[config.mk]
export PLATFORM = sky130hd
export DESIGN_NAME = rure_ctrl_flat
export DESIGN_NICKNAME = d
export VERILOG_FILES = /design/src/verilog/rure_pkg.sv /design/src/verilog/rure_link_if.sv /design/src/verilog/rure_ctrl.sv /design/src/flat_wrapper.sv
export VERILOG_INCLUDE_DIRS = /design/src /design/src/verilog
export SDC_FILE = /design/constraint.sdc
export NUM_CORES = 1
export LEC_CHECK = 0
export BUFFER_PORTS_ARGS = -buffer_cell sky130_fd_sc_hd__buf_2
export CAP_MARGIN = 5
export CORE_ASPECT_RATIO = 0.6
export CORE_MARGIN = 2
export CORE_UTILIZATION = 45
export DETAILED_ROUTE_END_ITERATION = 6
export SETUP_SLACK_MARGIN = 0.5
export SYNTH_ARGS = -nofsm -noshare
export SYNTH_HDL_FRONTEND = slang
export SYNTH_SLANG_ARGS = --single-unit
[constraint.sdc]
create_clock -name pclk -period 4.32 [get_ports pclk]
set_clock_uncertainty 0.15 [all_clocks]
set_input_delay 0.216 -clock pclk [delete_from_list [all_inputs] [get_ports pclk]]
set_output_delay 0.216 -clock pclk [all_outputs]
set_load 0.1 [all_outputs]
[src/verilog/rure_map.svh]
// constants of the remote unit request exchange
`ifndef RURE_MAP_SVH
`define RURE_MAP_SVH
`define RURE_CLK_PERIOD_PS 5000
`define RURE_US_CYC (1000000 / `RURE_CLK_PERIOD_PS)
`define RURE_MS_US 1000
`define RURE_HB_TIMEOUT_S 60
`define RURE_HB_TIMEOUT_CYC (64'd60 * 64'd200000000)
`define RURE_HB_MAX_MS 16'd60000
`define RURE_BFM_HEARTBEAT 16'h0018
`define RURE_BFM_STATUS 16'h0020
`define RURE_ONLINE_BIT 0
`define RURE_IN_LO 16'd1024
`define RURE_IN_HI 16'd16383
`define RURE_FL_BLK1_LO 16'd1536
`define RURE_FL_BLK1_HI 16'd1543
`define RURE_FL_BLK2_LO 16'd16896
`define RURE_FL_BLK2_HI 16'd16903
`define RURE_FLAG_SET 8'h01
`define RURE_REG_CTRL 8'h00
`define RURE_REG_ADDR 8'h04
`define RURE_REG_DATA 8'h08
`define RURE_REG_FLAGS 8'h0C
`define RURE_REG_TMO 8'h10
`define RURE_REG_HBP 8'h14
`define RURE_REG_STAT 8'h18
`define RURE_REG_SEQ 8'h1C
`define RURE_REG_RXD 8'h20
`define RURE_REG_ERR 8'h24
`define RURE_REG_CODE 8'h28
`define RURE_REG_RXCODE 8'h2C
`define RURE_ERR_OPEN_NOLINK 16'h0001
`define RURE_ERR_TX_NOTOPEN 16'h0002
`define RURE_ERR_RX_LINKDROP 16'h0003
`endif

[src/verilog/rure_pkg.sv]
// types of the request exchange; only the request kind is shared by both ends
package rure_pkg;
	typedef enum logic [1:0] {
		RURE_K_HB = 2'b00,
		RURE_K_WR = 2'b01,
		RURE_K_RD = 2'b10,
		RURE_K_FL = 2'b11
	} rure_kind_e;
	typedef enum logic [1:0] {
		RURE_S_IDLE = 2'b00,
		RURE_S_SEND = 2'b01,
		RURE_S_WAIT = 2'b10
	} rure_state_e;
	function automatic logic rure_in_range(input logic [15:0] a, input logic [15:0] lo, input logic [15:0] hi);
		rure_in_range = (a >= lo) && (a <= hi);
	endfunction
endpackage

[src/verilog/rure_link_if.sv]
// link between controller and remote unit
`timescale 1ns/1ps
`default_nettype none
interface rure_link_if;
	logic req_valid;
	logic req_ready;
	rure_pkg::rure_kind_e req_kind;
	logic [15:0] req_addr;
	logic [15:0] req_data;
	logic [15:0] req_flags;
	logic [15:0] req_seq;
	logic rsp_valid;
	logic [15:0] rsp_seq;
	logic [15:0] rsp_data;
	modport ctrl (output req_valid, req_kind, req_addr, req_data, req_flags, req_seq,
		input req_ready, rsp_valid, rsp_seq, rsp_data);
	modport unit (input req_valid, req_kind, req_addr, req_data, req_flags, req_seq,
		output req_ready, rsp_valid, rsp_seq, rsp_data);
endinterface
`default_nettype wire

[src/verilog/rure_ctrl.sv]
// controller end: apb registers, heartbeat, one-at-a-time requests
`timescale 1ns/1ps
`default_nettype none
`include "rure_map.svh"
module rure_ctrl (
	input wire logic pclk,
	input wire logic presetn,
	input wire logic psel,
	input wire logic penable,
	input wire logic pwrite,
	input wire logic [7:0] paddr,
	input wire logic [31:0] pwdata,
	output logic [31:0] prdata,
	output logic pready,
	output logic pslverr,
	input wire logic cable_link_ok,
	output logic connection_open_done,
	output logic send_done,
	output logic receive_done,
	output logic response_timeout_err,
	output logic cable_link_err,
	rure_link_if.ctrl link
);
	logic link_s1_reg;
	logic link_s2_reg;
	logic enable_reg;
	logic [15:0] addr_reg;
	logic [15:0] data_reg;
	logic [15:0] flags_reg;
	logic [15:0] tmo_us_reg;
	logic [15:0] hbp_ms_reg;
	logic cmd_pend_reg;
	rure_pkg::rure_kind_e cmd_kind_reg;
	rure_pkg::rure_state_e state_reg;
	logic cur_hb_reg;
	logic hb_pend_reg;
	logic [15:0] hb_val_reg;
	logic [7:0] us_pre_reg;
	logic [9:0] ms_pre_reg;
	logic [15:0] hb_ms_reg;
	logic [15:0] tmo_cnt_reg;
	logic [15:0] request_seq_id;
	logic [15:0] response_seq_id;
	logic [15:0] rx_area_head;
	logic conn_open_err;
	logic tx_err;
	logic rx_err;
	logic [15:0] conn_open_err_code;
	logic [15:0] tx_err_code;
	logic [15:0] rx_err_code;

	// apb decode; write and read take effect when pready is seen high
	wire acc = psel && penable && pready;
	wire wr = acc && pwrite;
	wire w_ctrl = wr && (paddr == `RURE_REG_CTRL);
	wire w_err = wr && (paddr == `RURE_REG_ERR);
	wire mapped = (paddr[1:0] == 2'b00) && (paddr <= `RURE_REG_CODE);
	wire link_up = link_s2_reg;
	wire open_now = enable_reg && link_up;
	wire open_rise = open_now && !connection_open_done;
	wire cmd_go = w_ctrl && pwdata[1]; // bit1 launches, bits 3:2 kind
	wire us_tick = us_pre_reg == 8'(`RURE_US_CYC - 1);
	wire ms_tick = us_tick && (ms_pre_reg == 10'(`RURE_MS_US - 1));
	wire [15:0] hbp_wr = (pwdata[15:0] > `RURE_HB_MAX_MS) ? `RURE_HB_MAX_MS : pwdata[15:0];
	wire [15:0] hbp_eff = (hbp_ms_reg > `RURE_HB_MAX_MS) ? `RURE_HB_MAX_MS : hbp_ms_reg;
	wire hb_due = ms_tick && (hbp_eff != 16'h0) && (hb_ms_reg >= hbp_eff - 16'h1);
	wire hs = link.req_valid && link.req_ready;
	wire waiting = state_reg == rure_pkg::RURE_S_WAIT;
	wire match = waiting && link.rsp_valid && (link.rsp_seq == request_seq_id);
	wire expire = waiting && !match && us_tick && (tmo_cnt_reg >= tmo_us_reg);
	wire drop = waiting && !link_up;
	wire tx_fail = cmd_go && !open_now;
	wire open_fail = w_ctrl && pwdata[0] && !link_up;
	wire busy = cmd_pend_reg || (state_reg != rure_pkg::RURE_S_IDLE);

	// read mux
	logic [31:0] rd_mux;
	always_comb
	begin
		rd_mux = 32'h0;
		case (paddr)
			`RURE_REG_CTRL: rd_mux = {31'h0, enable_reg};
			`RURE_REG_ADDR: rd_mux = {16'h0, addr_reg};
			`RURE_REG_DATA: rd_mux = {16'h0, data_reg};
			`RURE_REG_FLAGS: rd_mux = {16'h0, flags_reg};
			`RURE_REG_TMO: rd_mux = {16'h0, tmo_us_reg};
			`RURE_REG_HBP: rd_mux = {16'h0, hbp_ms_reg};
			`RURE_REG_STAT: rd_mux = {28'h0, busy, link_up, connection_open_done, hb_pend_reg};
			`RURE_REG_SEQ: rd_mux = {response_seq_id, request_seq_id};
			`RURE_REG_RXD: rd_mux = {16'h0, rx_area_head};
			`RURE_REG_ERR: rd_mux = {28'h0, cable_link_err, rx_err, tx_err, conn_open_err};
			`RURE_REG_CODE: rd_mux = {tx_err_code, conn_open_err_code};
			default: rd_mux = 32'h0;
		endcase
	end

	// apb answer one cycle into the access phase
	always_ff @(posedge pclk or negedge presetn)
	begin
		if (!presetn)
		begin
			pready <= 1'b0;
			pslverr <= 1'b0;
			prdata <= 32'h0;
		end
		else
		begin
			pready <= psel && penable && !pready;
			pslverr <= psel && penable && !pready && !mapped;
			prdata <= (paddr == `RURE_REG_RXCODE) ? {16'h0, rx_err_code} : rd_mux;
		end
	end

	// cable link synchroniser
	always_ff @(posedge pclk or negedge presetn)
	begin
		if (!presetn)
		begin
			link_s1_reg <= 1'b0;
			link_s2_reg <= 1'b0;
			cable_link_err <= 1'b1;
		end
		else
		begin
			link_s1_reg <= cable_link_ok;
			link_s2_reg <= link_s1_reg;
			cable_link_err <= !link_s2_reg;
		end
	end

	// software settings
	always_ff @(posedge pclk or negedge presetn)
	begin
		if (!presetn)
		begin
			enable_reg <= 1'b0;
			addr_reg <= 16'h0;
			data_reg <= 16'h0;
			flags_reg <= 16'h0;
			tmo_us_reg <= 16'h0;
			hbp_ms_reg <= 16'h0;
		end
		else if (wr)
		begin
			case (paddr)
				`RURE_REG_CTRL: enable_reg <= pwdata[0];
				`RURE_REG_ADDR: addr_reg <= pwdata[15:0];
				`RURE_REG_DATA: data_reg <= pwdata[15:0];
				`RURE_REG_FLAGS: flags_reg <= pwdata[15:0];
				`RURE_REG_TMO: tmo_us_reg <= pwdata[15:0];
				`RURE_REG_HBP: hbp_ms_reg <= hbp_wr; // stored setting never above the limit
				default: ;
			endcase
		end
	end

	// time base and heartbeat scheduling
	always_ff @(posedge pclk or negedge presetn)
	begin
		if (!presetn)
		begin
			us_pre_reg <= 8'h0;
			ms_pre_reg <= 10'h0;
			hb_ms_reg <= 16'h0;
			hb_pend_reg <= 1'b0;
			connection_open_done <= 1'b0;
		end
		else
		begin
			us_pre_reg <= us_tick ? 8'h0 : us_pre_reg + 8'h1;
			if (us_tick)
				ms_pre_reg <= ms_tick ? 10'h0 : ms_pre_reg + 10'h1;
			connection_open_done <= open_now;
			if (!open_now || hb_due)
				hb_ms_reg <= 16'h0;
			else if (ms_tick)
				hb_ms_reg <= hb_ms_reg + 16'h1;
			if (!open_now || (hbp_eff == 16'h0))
				hb_pend_reg <= 1'b0;
			else if (open_rise || hb_due)
				hb_pend_reg <= 1'b1;
			else if (state_reg == rure_pkg::RURE_S_IDLE)
				hb_pend_reg <= 1'b0;
		end
	end

	// request engine
	always_ff @(posedge pclk or negedge presetn)
	begin
		if (!presetn)
		begin
			state_reg <= rure_pkg::RURE_S_IDLE;
			cmd_pend_reg <= 1'b0;
			cmd_kind_reg <= rure_pkg::RURE_K_WR;
			cur_hb_reg <= 1'b0;
			hb_val_reg <= 16'h0;
			tmo_cnt_reg <= 16'h0;
			request_seq_id <= 16'h0;
			response_seq_id <= 16'h0;
			rx_area_head <= 16'h0;
			send_done <= 1'b0;
			receive_done <= 1'b0;
			response_timeout_err <= 1'b0;
			link.req_valid <= 1'b0;
			link.req_kind <= rure_pkg::RURE_K_HB;
			link.req_addr <= 16'h0;
			link.req_data <= 16'h0;
			link.req_flags <= 16'h0;
			link.req_seq <= 16'h0;
		end
		else
		begin
			send_done <= 1'b0;
			receive_done <= 1'b0;
			response_timeout_err <= 1'b0;
			if (cmd_go && open_now && !busy)
			begin
				cmd_pend_reg <= 1'b1;
				cmd_kind_reg <= rure_pkg::rure_kind_e'(pwdata[3:2]);
			end
			if (link.rsp_valid)
				response_seq_id <= link.rsp_seq;
			case (state_reg)
				rure_pkg::RURE_S_IDLE:
				begin
					if (hb_pend_reg && open_now)
					begin
						state_reg <= rure_pkg::RURE_S_SEND;
						cur_hb_reg <= 1'b1;
						hb_val_reg <= hb_val_reg + 16'h1;
						link.req_valid <= 1'b1;
						link.req_kind <= rure_pkg::RURE_K_HB;
						link.req_addr <= `RURE_BFM_HEARTBEAT;
						link.req_data <= hb_val_reg + 16'h1;
						link.req_flags <= 16'h0;
					end
					else if (cmd_pend_reg)
					begin
						state_reg <= rure_pkg::RURE_S_SEND;
						cmd_pend_reg <= 1'b0;
						cur_hb_reg <= 1'b0;
						link.req_valid <= 1'b1;
						link.req_kind <= cmd_kind_reg;
						link.req_addr <= addr_reg;
						link.req_data <= data_reg;
						link.req_flags <= (cmd_kind_reg == rure_pkg::RURE_K_WR) ? flags_reg : 16'h0;
						if (cmd_kind_reg == rure_pkg::RURE_K_RD)
						begin
							request_seq_id <= request_seq_id + 16'h1;
							link.req_seq <= request_seq_id + 16'h1;
						end
					end
				end
				rure_pkg::RURE_S_SEND:
				begin
					if (hs)
					begin
						link.req_valid <= 1'b0;
						tmo_cnt_reg <= 16'h0;
						send_done <= !cur_hb_reg;
						if (!cur_hb_reg && (link.req_kind == rure_pkg::RURE_K_RD))
							state_reg <= rure_pkg::RURE_S_WAIT;
						else
							state_reg <= rure_pkg::RURE_S_IDLE;
					end
				end
				rure_pkg::RURE_S_WAIT:
				begin
					if (match || expire || drop)
						state_reg <= rure_pkg::RURE_S_IDLE;
					if (match)
					begin
						receive_done <= 1'b1;
						rx_area_head <= link.rsp_data;
					end
					response_timeout_err <= expire;
					if (us_tick)
						tmo_cnt_reg <= tmo_cnt_reg + 16'h1;
				end
				default: state_reg <= rure_pkg::RURE_S_IDLE;
			endcase
		end
	end

	// error bits and codes; a new error wins over a clear
	always_ff @(posedge pclk or negedge presetn)
	begin
		if (!presetn)
		begin
			conn_open_err <= 1'b0;
			tx_err <= 1'b0;
			rx_err <= 1'b0;
			conn_open_err_code <= 16'h0;
			tx_err_code <= 16'h0;
			rx_err_code <= 16'h0;
		end
		else
		begin
			if (open_fail)
			begin
				conn_open_err <= 1'b1;
				conn_open_err_code <= `RURE_ERR_OPEN_NOLINK;
			end
			else if (w_err && pwdata[0])
				conn_open_err <= 1'b0;
			if (tx_fail)
			begin
				tx_err <= 1'b1;
				tx_err_code <= `RURE_ERR_TX_NOTOPEN;
			end
			else if (w_err && pwdata[1])
				tx_err <= 1'b0;
			if (drop)
			begin
				rx_err <= 1'b1;
				rx_err_code <= `RURE_ERR_RX_LINKDROP;
			end
			else if (w_err && pwdata[2])
				rx_err <= 1'b0;
		end
	end
endmodule
`default_nettype wire

[src/flat_wrapper.sv]
// flat-port wrapper written by rule: the top's interface ports become plain ports
module rure_ctrl_flat 
  (pclk, presetn, psel, penable, pwrite, paddr, pwdata, prdata, pready, pslverr, cable_link_ok, connection_open_done, send_done, receive_done, response_timeout_err, cable_link_err, link_req_valid, link_req_kind, link_req_addr, link_req_data, link_req_flags, link_req_seq, link_req_ready, link_rsp_valid, link_rsp_seq, link_rsp_data);
  rure_link_if link_i ();
  input wire logic pclk;
  input wire logic presetn;
  input wire logic psel;
  input wire logic penable;
  input wire logic pwrite;
  input wire logic [7:0] paddr;
  input wire logic [31:0] pwdata;
  output logic [31:0] prdata;
  output logic pready;
  output logic pslverr;
  input wire logic cable_link_ok;
  output logic connection_open_done;
  output logic send_done;
  output logic receive_done;
  output logic response_timeout_err;
  output logic cable_link_err;
  output wire logic [$bits(link_i.req_valid)-1:0] link_req_valid;
  output wire logic [$bits(link_i.req_kind)-1:0] link_req_kind;
  output wire logic [$bits(link_i.req_addr)-1:0] link_req_addr;
  output wire logic [$bits(link_i.req_data)-1:0] link_req_data;
  output wire logic [$bits(link_i.req_flags)-1:0] link_req_flags;
  output wire logic [$bits(link_i.req_seq)-1:0] link_req_seq;
  input wire logic [$bits(link_i.req_ready)-1:0] link_req_ready;
  input wire logic [$bits(link_i.rsp_valid)-1:0] link_rsp_valid;
  input wire logic [$bits(link_i.rsp_seq)-1:0] link_rsp_seq;
  input wire logic [$bits(link_i.rsp_data)-1:0] link_rsp_data;
  assign link_req_valid = link_i.req_valid;
  assign link_req_kind = link_i.req_kind;
  assign link_req_addr = link_i.req_addr;
  assign link_req_data = link_i.req_data;
  assign link_req_flags = link_i.req_flags;
  assign link_req_seq = link_i.req_seq;
  assign link_i.req_ready = link_req_ready;
  assign link_i.rsp_valid = link_rsp_valid;
  assign link_i.rsp_seq = link_rsp_seq;
  assign link_i.rsp_data = link_rsp_data;
  rure_ctrl u_core (.pclk(pclk), .presetn(presetn), .psel(psel), .penable(penable), .pwrite(pwrite), .paddr(paddr), .pwdata(pwdata), .prdata(prdata), .pready(pready), .pslverr(pslverr), .cable_link_ok(cable_link_ok), .connection_open_done(connection_open_done), .send_done(send_done), .receive_done(receive_done), .response_timeout_err(response_timeout_err), .cable_link_err(cable_link_err), .link(link_i));
endmodule
-- Word level (Yosys, flattened, before mapping)
Cells that the tools add are included.
- add/sub/neg operators: 7
- $lt $le $gt $ge: 5
- eq/ne operators: 23
- muxes and demuxes: 50
- bitwise operators: 1
- reduce and logical (&&, ||, !) cells: 72
- operator list (kind ; count):
    32-bit case mux with 11 select lines ; 1
    16-bit 2-to-1 mux ; 13
    16-bit by 1-bit adder with 16-bit output, second input constant ; 4
    8-bit by 5-bit == test with 1-bit output, second input constant ; 4
    8-bit by 6-bit == test with 1-bit output, second input constant ; 4
    16-bit greater-or-equal comparator ; 2
    16-bit greater-than comparator, second input constant ; 2
    32-bit 2-to-1 mux ; 1
    16-bit case mux with 2 select lines ; 1
    1-bit logical AND ; 31
    1-bit 2-to-1 mux ; 23
    2-bit AND reduction ; 9
    16-bit == test ; 1
    8-bit by 4-bit == test with 1-bit output, second input constant ; 2
    16-bit logical NOT ; 1
    16-bit nonzero test ; 1
    2-bit nonzero test ; 8
    16-bit by 1-bit subtractor with 16-bit output, second input constant ; 1
    2-bit 2-to-1 mux ; 7
    10-bit by 1-bit adder with 10-bit output, second input constant ; 1
    10-bit == test, second input constant ; 1
    10-bit 2-to-1 mux ; 1
    3-bit AND reduction ; 3
    8-bit by 1-bit adder with 8-bit output, second input constant ; 1
    18 further kinds ; 35
- flip-flop bits (word level): 300
- output and inout port bits: 106
- word-level logic and storage cells: 198

-- Longest topological paths before layout
- word-level depth: 11
- gate-level depth with buffers: 20

-- Worst setup path after synthesis
Ideal clock, no wire load.
- kind: reg-to-reg
- from: register u_core.hbp_ms_reg[3]
- to: register u_core.hb_ms_reg[10]
- library setup time: 0.071 ns
- arrival time: 3.669 ns
- path slack: 0.430 ns
- cell stages (with the launch flop): 19
- period minus slack after synthesis: 3.890 ns
- cell sequence: dfrtp_1 > or4_1 > o211ai_1 > a21boi_1 > o31ai_4 > buf_2 > nand2_1 > ha_1 > a21o_1 > o211ai_1 > ha_1 > o21a_1 > o211ai_1 > a31oi_1 > o32a_1 > nand3_2 > nand2_4 > buf_6 > nor2_1
- word-level cells in the longest chain between the ends: 7
- RTL lines (element ; line ; source):
    start, declared ; rure_ctrl.sv:31 ; logic [15:0] hbp_ms_reg;
    start signal, assigned ; rure_ctrl.sv:151 ; `RURE_REG_HBP: hbp_ms_reg <= hbp_wr;
    16-bit greater-than comparator (no line) ; n/a ;
    16-bit 2-to-1 mux (*) ; rure_ctrl.sv:65 ; wire [15:0] hbp_eff = (hbp_ms_reg > `RURE_HB_MAX_MS) ? `RURE_HB_MAX_MS : hbp_ms_reg;
    16-bit by 1-bit subtractor with 16-bit output or 16-bit nonzero test (tied branches) ; rure_ctrl.sv:66 ; wire hb_due = ms_tick && (hbp_eff != 16'h0) && (hb_ms_reg >= hbp_eff - 16'h1);
    16-bit greater-or-equal comparator or 1-bit logical AND (tied branches) ; rure_ctrl.sv:66 ;
    1-bit logical AND (*) ; rure_ctrl.sv:66 ;
    1-bit logical OR (*) ; rure_ctrl.sv:174 ; if (!open_now || hb_due)
    16-bit 2-to-1 mux or 2-bit nonzero test (tied branches) ; n/a ;
    end signal, assigned ; rure_ctrl.sv:177 ; hb_ms_reg <= hb_ms_reg + 16'h1;
    end, declared ; rure_ctrl.sv:40 ; logic [15:0] hb_ms_reg;
Mark *: on every way between the ends. The rest lies on a longest branch, timed or not.
A chain may end at the register's enable or synchronous reset.

-- Final worst setup path
- from: register u_core.hbp_ms_reg[2]
- to: register u_core.hb_ms_reg[12]
The elaborated chain is that of the path after synthesis.

==> flow_metrics.tcl <==
set metrics [dict create \
    io_pins 186 \
    powerDensity_mw_per_mm2 335.1 \
    fin_ws_ns 0.4654 \
    layout-area-overhead-vs-synth_pct 21.84 \
    cts_buffer_depth 3 \
    place_hpwl_mm 30.26 \
    die_w_um 232.3 \
    clk-insertion-delay-late_ns 0.57 \
    routed.top_layer "met4" \
    via_per_inst 5.744 \
    synth_nets 1359 \
    ys_warn_count 0 \
    htreeDepth 1 \
    final_nets 1600 \
    finish.instance_area_sq_mm 0.01714 \
    cts.sinks 300 \
    synth_area_per_cell_sq_um 11.37 \
    io_buffers 169 \
    cts_tree "yes" \
    crit_arrival_ns 4.16 \
    rows 50 \
    synth_edf_count 0 \
    top_register "u_core.prdata" \
    rsz0062_at_grt "yes" \
    max-vdd-ir-drop_mv 0.3095 \
    critical_path_class "flop to flop" \
    pre_cts_ws_ns 0.3351 \
    async_flop_share_pct 100.0 \
    drc 0 \
    ys_seq_area_share_pct 53.38 \
    diodes 0 \
    cts-buffers-inserted 29 \
    synth.most_common_cell "dfrtp_1" \
    netlist.area_leader.share_pct 53.01 \
    wl_met3_mm 3.541 \
    min_period_ns 3.855 \
    synth_area_sq_mm 0.01407 \
    met2WireLength_mm 17.01 \
    core-area_sq_mm 0.03097 \
    routed_wl_mm 41.93 \
    finish.utilization_pct 55.35 \
    track_usage_pct 25.42 \
    drv_slew 0 \
    max_freq_mhz 259.4 \
    grt_pass1_wl_mm 63.58 \
    ys_ff_latch 300 \
    drt_iter0_drc 986 \
    overflow 0 \
    antenna_found_initial 0 \
    maxCapViolations 0 \
    ys_types 78 \
    synth_common_cells "dfrtp_1 (298), nand2_1 (97), mux2_2 (91)" \
    fin_crit_sh_pct 89.23 \
    die_y_um 141.0 \
    endpoint_kind "flop" \
    p_total_mw 5.744 \
    synth.area.top_cells "dfrtp_1 (53%), mux2_2 (7.3%), ha_1 (3.7%)" \
    tightestPinTransition_ns 1.082 \
    vias 11005 \
    die_area_sq_mm 0.03274 \
    routedWlPerCell_um 21.89 \
    p_leak_nw 8.403 \
    cts_root_buffer "clkbuf_16" \
    status "complete, no violations" \
    report.final.hold_viol_count 0 \
    first_global_vias 10468 \
    startpoint_type "flop" \
    synthFlopType "dfrtp_1" \
    synth_largest_area_cell "dfrtp_1" \
    setup_tns_ns 0 \
    wl_met1_mm 20.65 \
    hold_path_class "primary input to flop" \
    routabilityCongestion 0.9364 \
    grt_max_degree 122 \
    clk_pin_slew_worst_paths_ns 0.06 \
    worstPathMaxFanout 6 \
    largest_register_ffs 32 \
    initial_core_util_pct 45.43 \
    ant_nets 0 \
    place_area_sq_mm 0.01542 \
    final-setup-viol-count 0 \
    netlist_instances 1237 \
    drive_above_1_share_pct 27.00 \
    cp.required_ns 4.63 \
    dr.pass1.iters 6 \
    timing.slew.headroom_pct 27.57 \
]
-- cell families (layout without fill, tap and decap cells) --
| kind of cell | after synthesis | after routing | synth area share [%] |
|---|---|---|---|
| adders and majority gates | 42 | 42 | 3.735 |
| buffers and inverters | 87 | 349 | 2.606 |
| DFF | 300 | 300 | 53.38 |
| and+or+nand+nor | 380 | 381 | 14.23 |
| xor gates and xnor gates | 107 | 107 | 6.661 |
| AOI/OAI and AO/OA | 224 | 224 | 11.49 |
| muxes | 97 | 97 | 7.898 |
-- worst max-delay path, cell delays in order (launching register included) --
cell      delay (ns)
dfrtp_2         0.41
or4_4           0.55
o211ai_1        0.21
a21boi_2        0.10
o31ai_4         0.27
nand2_2         0.13
ha_4            0.21
nand3_4         0.09
xnor2_1         0.13
nand2_1         0.11
ha_4            0.30
nand3_2         0.09
a311oi_2        0.29
o32a_1          0.32
nand3_4         0.17
nand2_4         0.16
nor2_1          0.05
-- layout make-up --
| class | count | area [sq um] |
|---|---|---|
| flip-flops and latches | 300 | 7512 |
| fillers | 2715 | 13830 |
| multi-input cells | 851 | 6386 |
| inverters | 37 | 138.9 |
| clock buffers | 42 | 804.5 |
| repair buffers | 259 | 1695 |
| clock inverters | 11 | 83.83 |
| well taps | 416 | 520.5 |
-- power by group --
group	switching [mW]	leakage, nW	internal (mW)	total [mW]
clock	1.10	0.444	1.35	2.45
sequential	0.0266	4.11	2.84	2.87
combinational	0.276	3.85	0.146	0.422
total	1.41	8.40	4.34	5.74
-- cells in the final DEF (no fill, tap or decap), types with 12 or more instances in the layout --
cell type | synthesis | final
nand2_1 | 97 | 92
o22ai_1 | 12 | 12
and3_1 | 31 | 31
inv_1 | 37 | 37
a22oi_1 | 31 | 31
clkbuf_16 | 0 | 29
dlygate4sd3_1 | 0 | 59
dfrtp_1 | 298 | 296
nor3_1 | 17 | 15
nand4_1 | 17 | 17
mux2_2 | 91 | 91
o21ai_0 | 38 | 36
nor2_1 | 80 | 76
buf_2 | 16 | 168
nand3_1 | 56 | 53
a21oi_1 | 40 | 37
ha_1 | 42 | 38
xor2_1 | 54 | 54
xnor2_1 | 53 | 53
a22o_1 | 45 | 45
buf_4 | 1 | 29
a222oi_1 | 13 | 13
-- final timing paths --
check | end | depth (start not counted) | from | slack [ns]
setup / recovery | u_core.hb_ms_reg[12] | 16 | u_core.hbp_ms_reg[2] | 0.47
hold / removal | u_core.response_seq_id[6] | 2 | link_rsp_valid | 0.06
setup reg to reg | u_core.hb_ms_reg[12] | 16 | u_core.hbp_ms_reg[2] | 0.47
hold reg to reg | u_core.link_s2_reg | 0 | u_core.link_s1_reg | 0.20
max in group asynchronous | u_core.cable_link_err | 3 | presetn | 2.71
min in group asynchronous | u_core.hb_ms_reg[12] | 2 | presetn | 0.19
-- metrics by stage --
step	std cells	hold WS, ns
after floorplan	1237	-0.2296
after global placement	1794	0.1756
after detailed placement	1794	0.1814
after CTS	1914	0.04604
after global routing	1916	0.06752
final	1916	0.05585
-- metal layers --
layer	track usage, %	up-vias
li1	-	4957
met5	0	-
met3	6.210	54
met4	4.690	0
met2	34.04	429
met1	41.15	5565
-- repair_timing --
item,4_1_cts,5_1_grt
setup endpoints to repair,17,17
hold buffers,59,0
gates cloned,1,0
gates resized for setup,25,11
pin swaps,31,18
setup buffers,7,2
endpoints found under the hold margin,243,0
No activity file was read; power rests on OpenSTA's default activity.
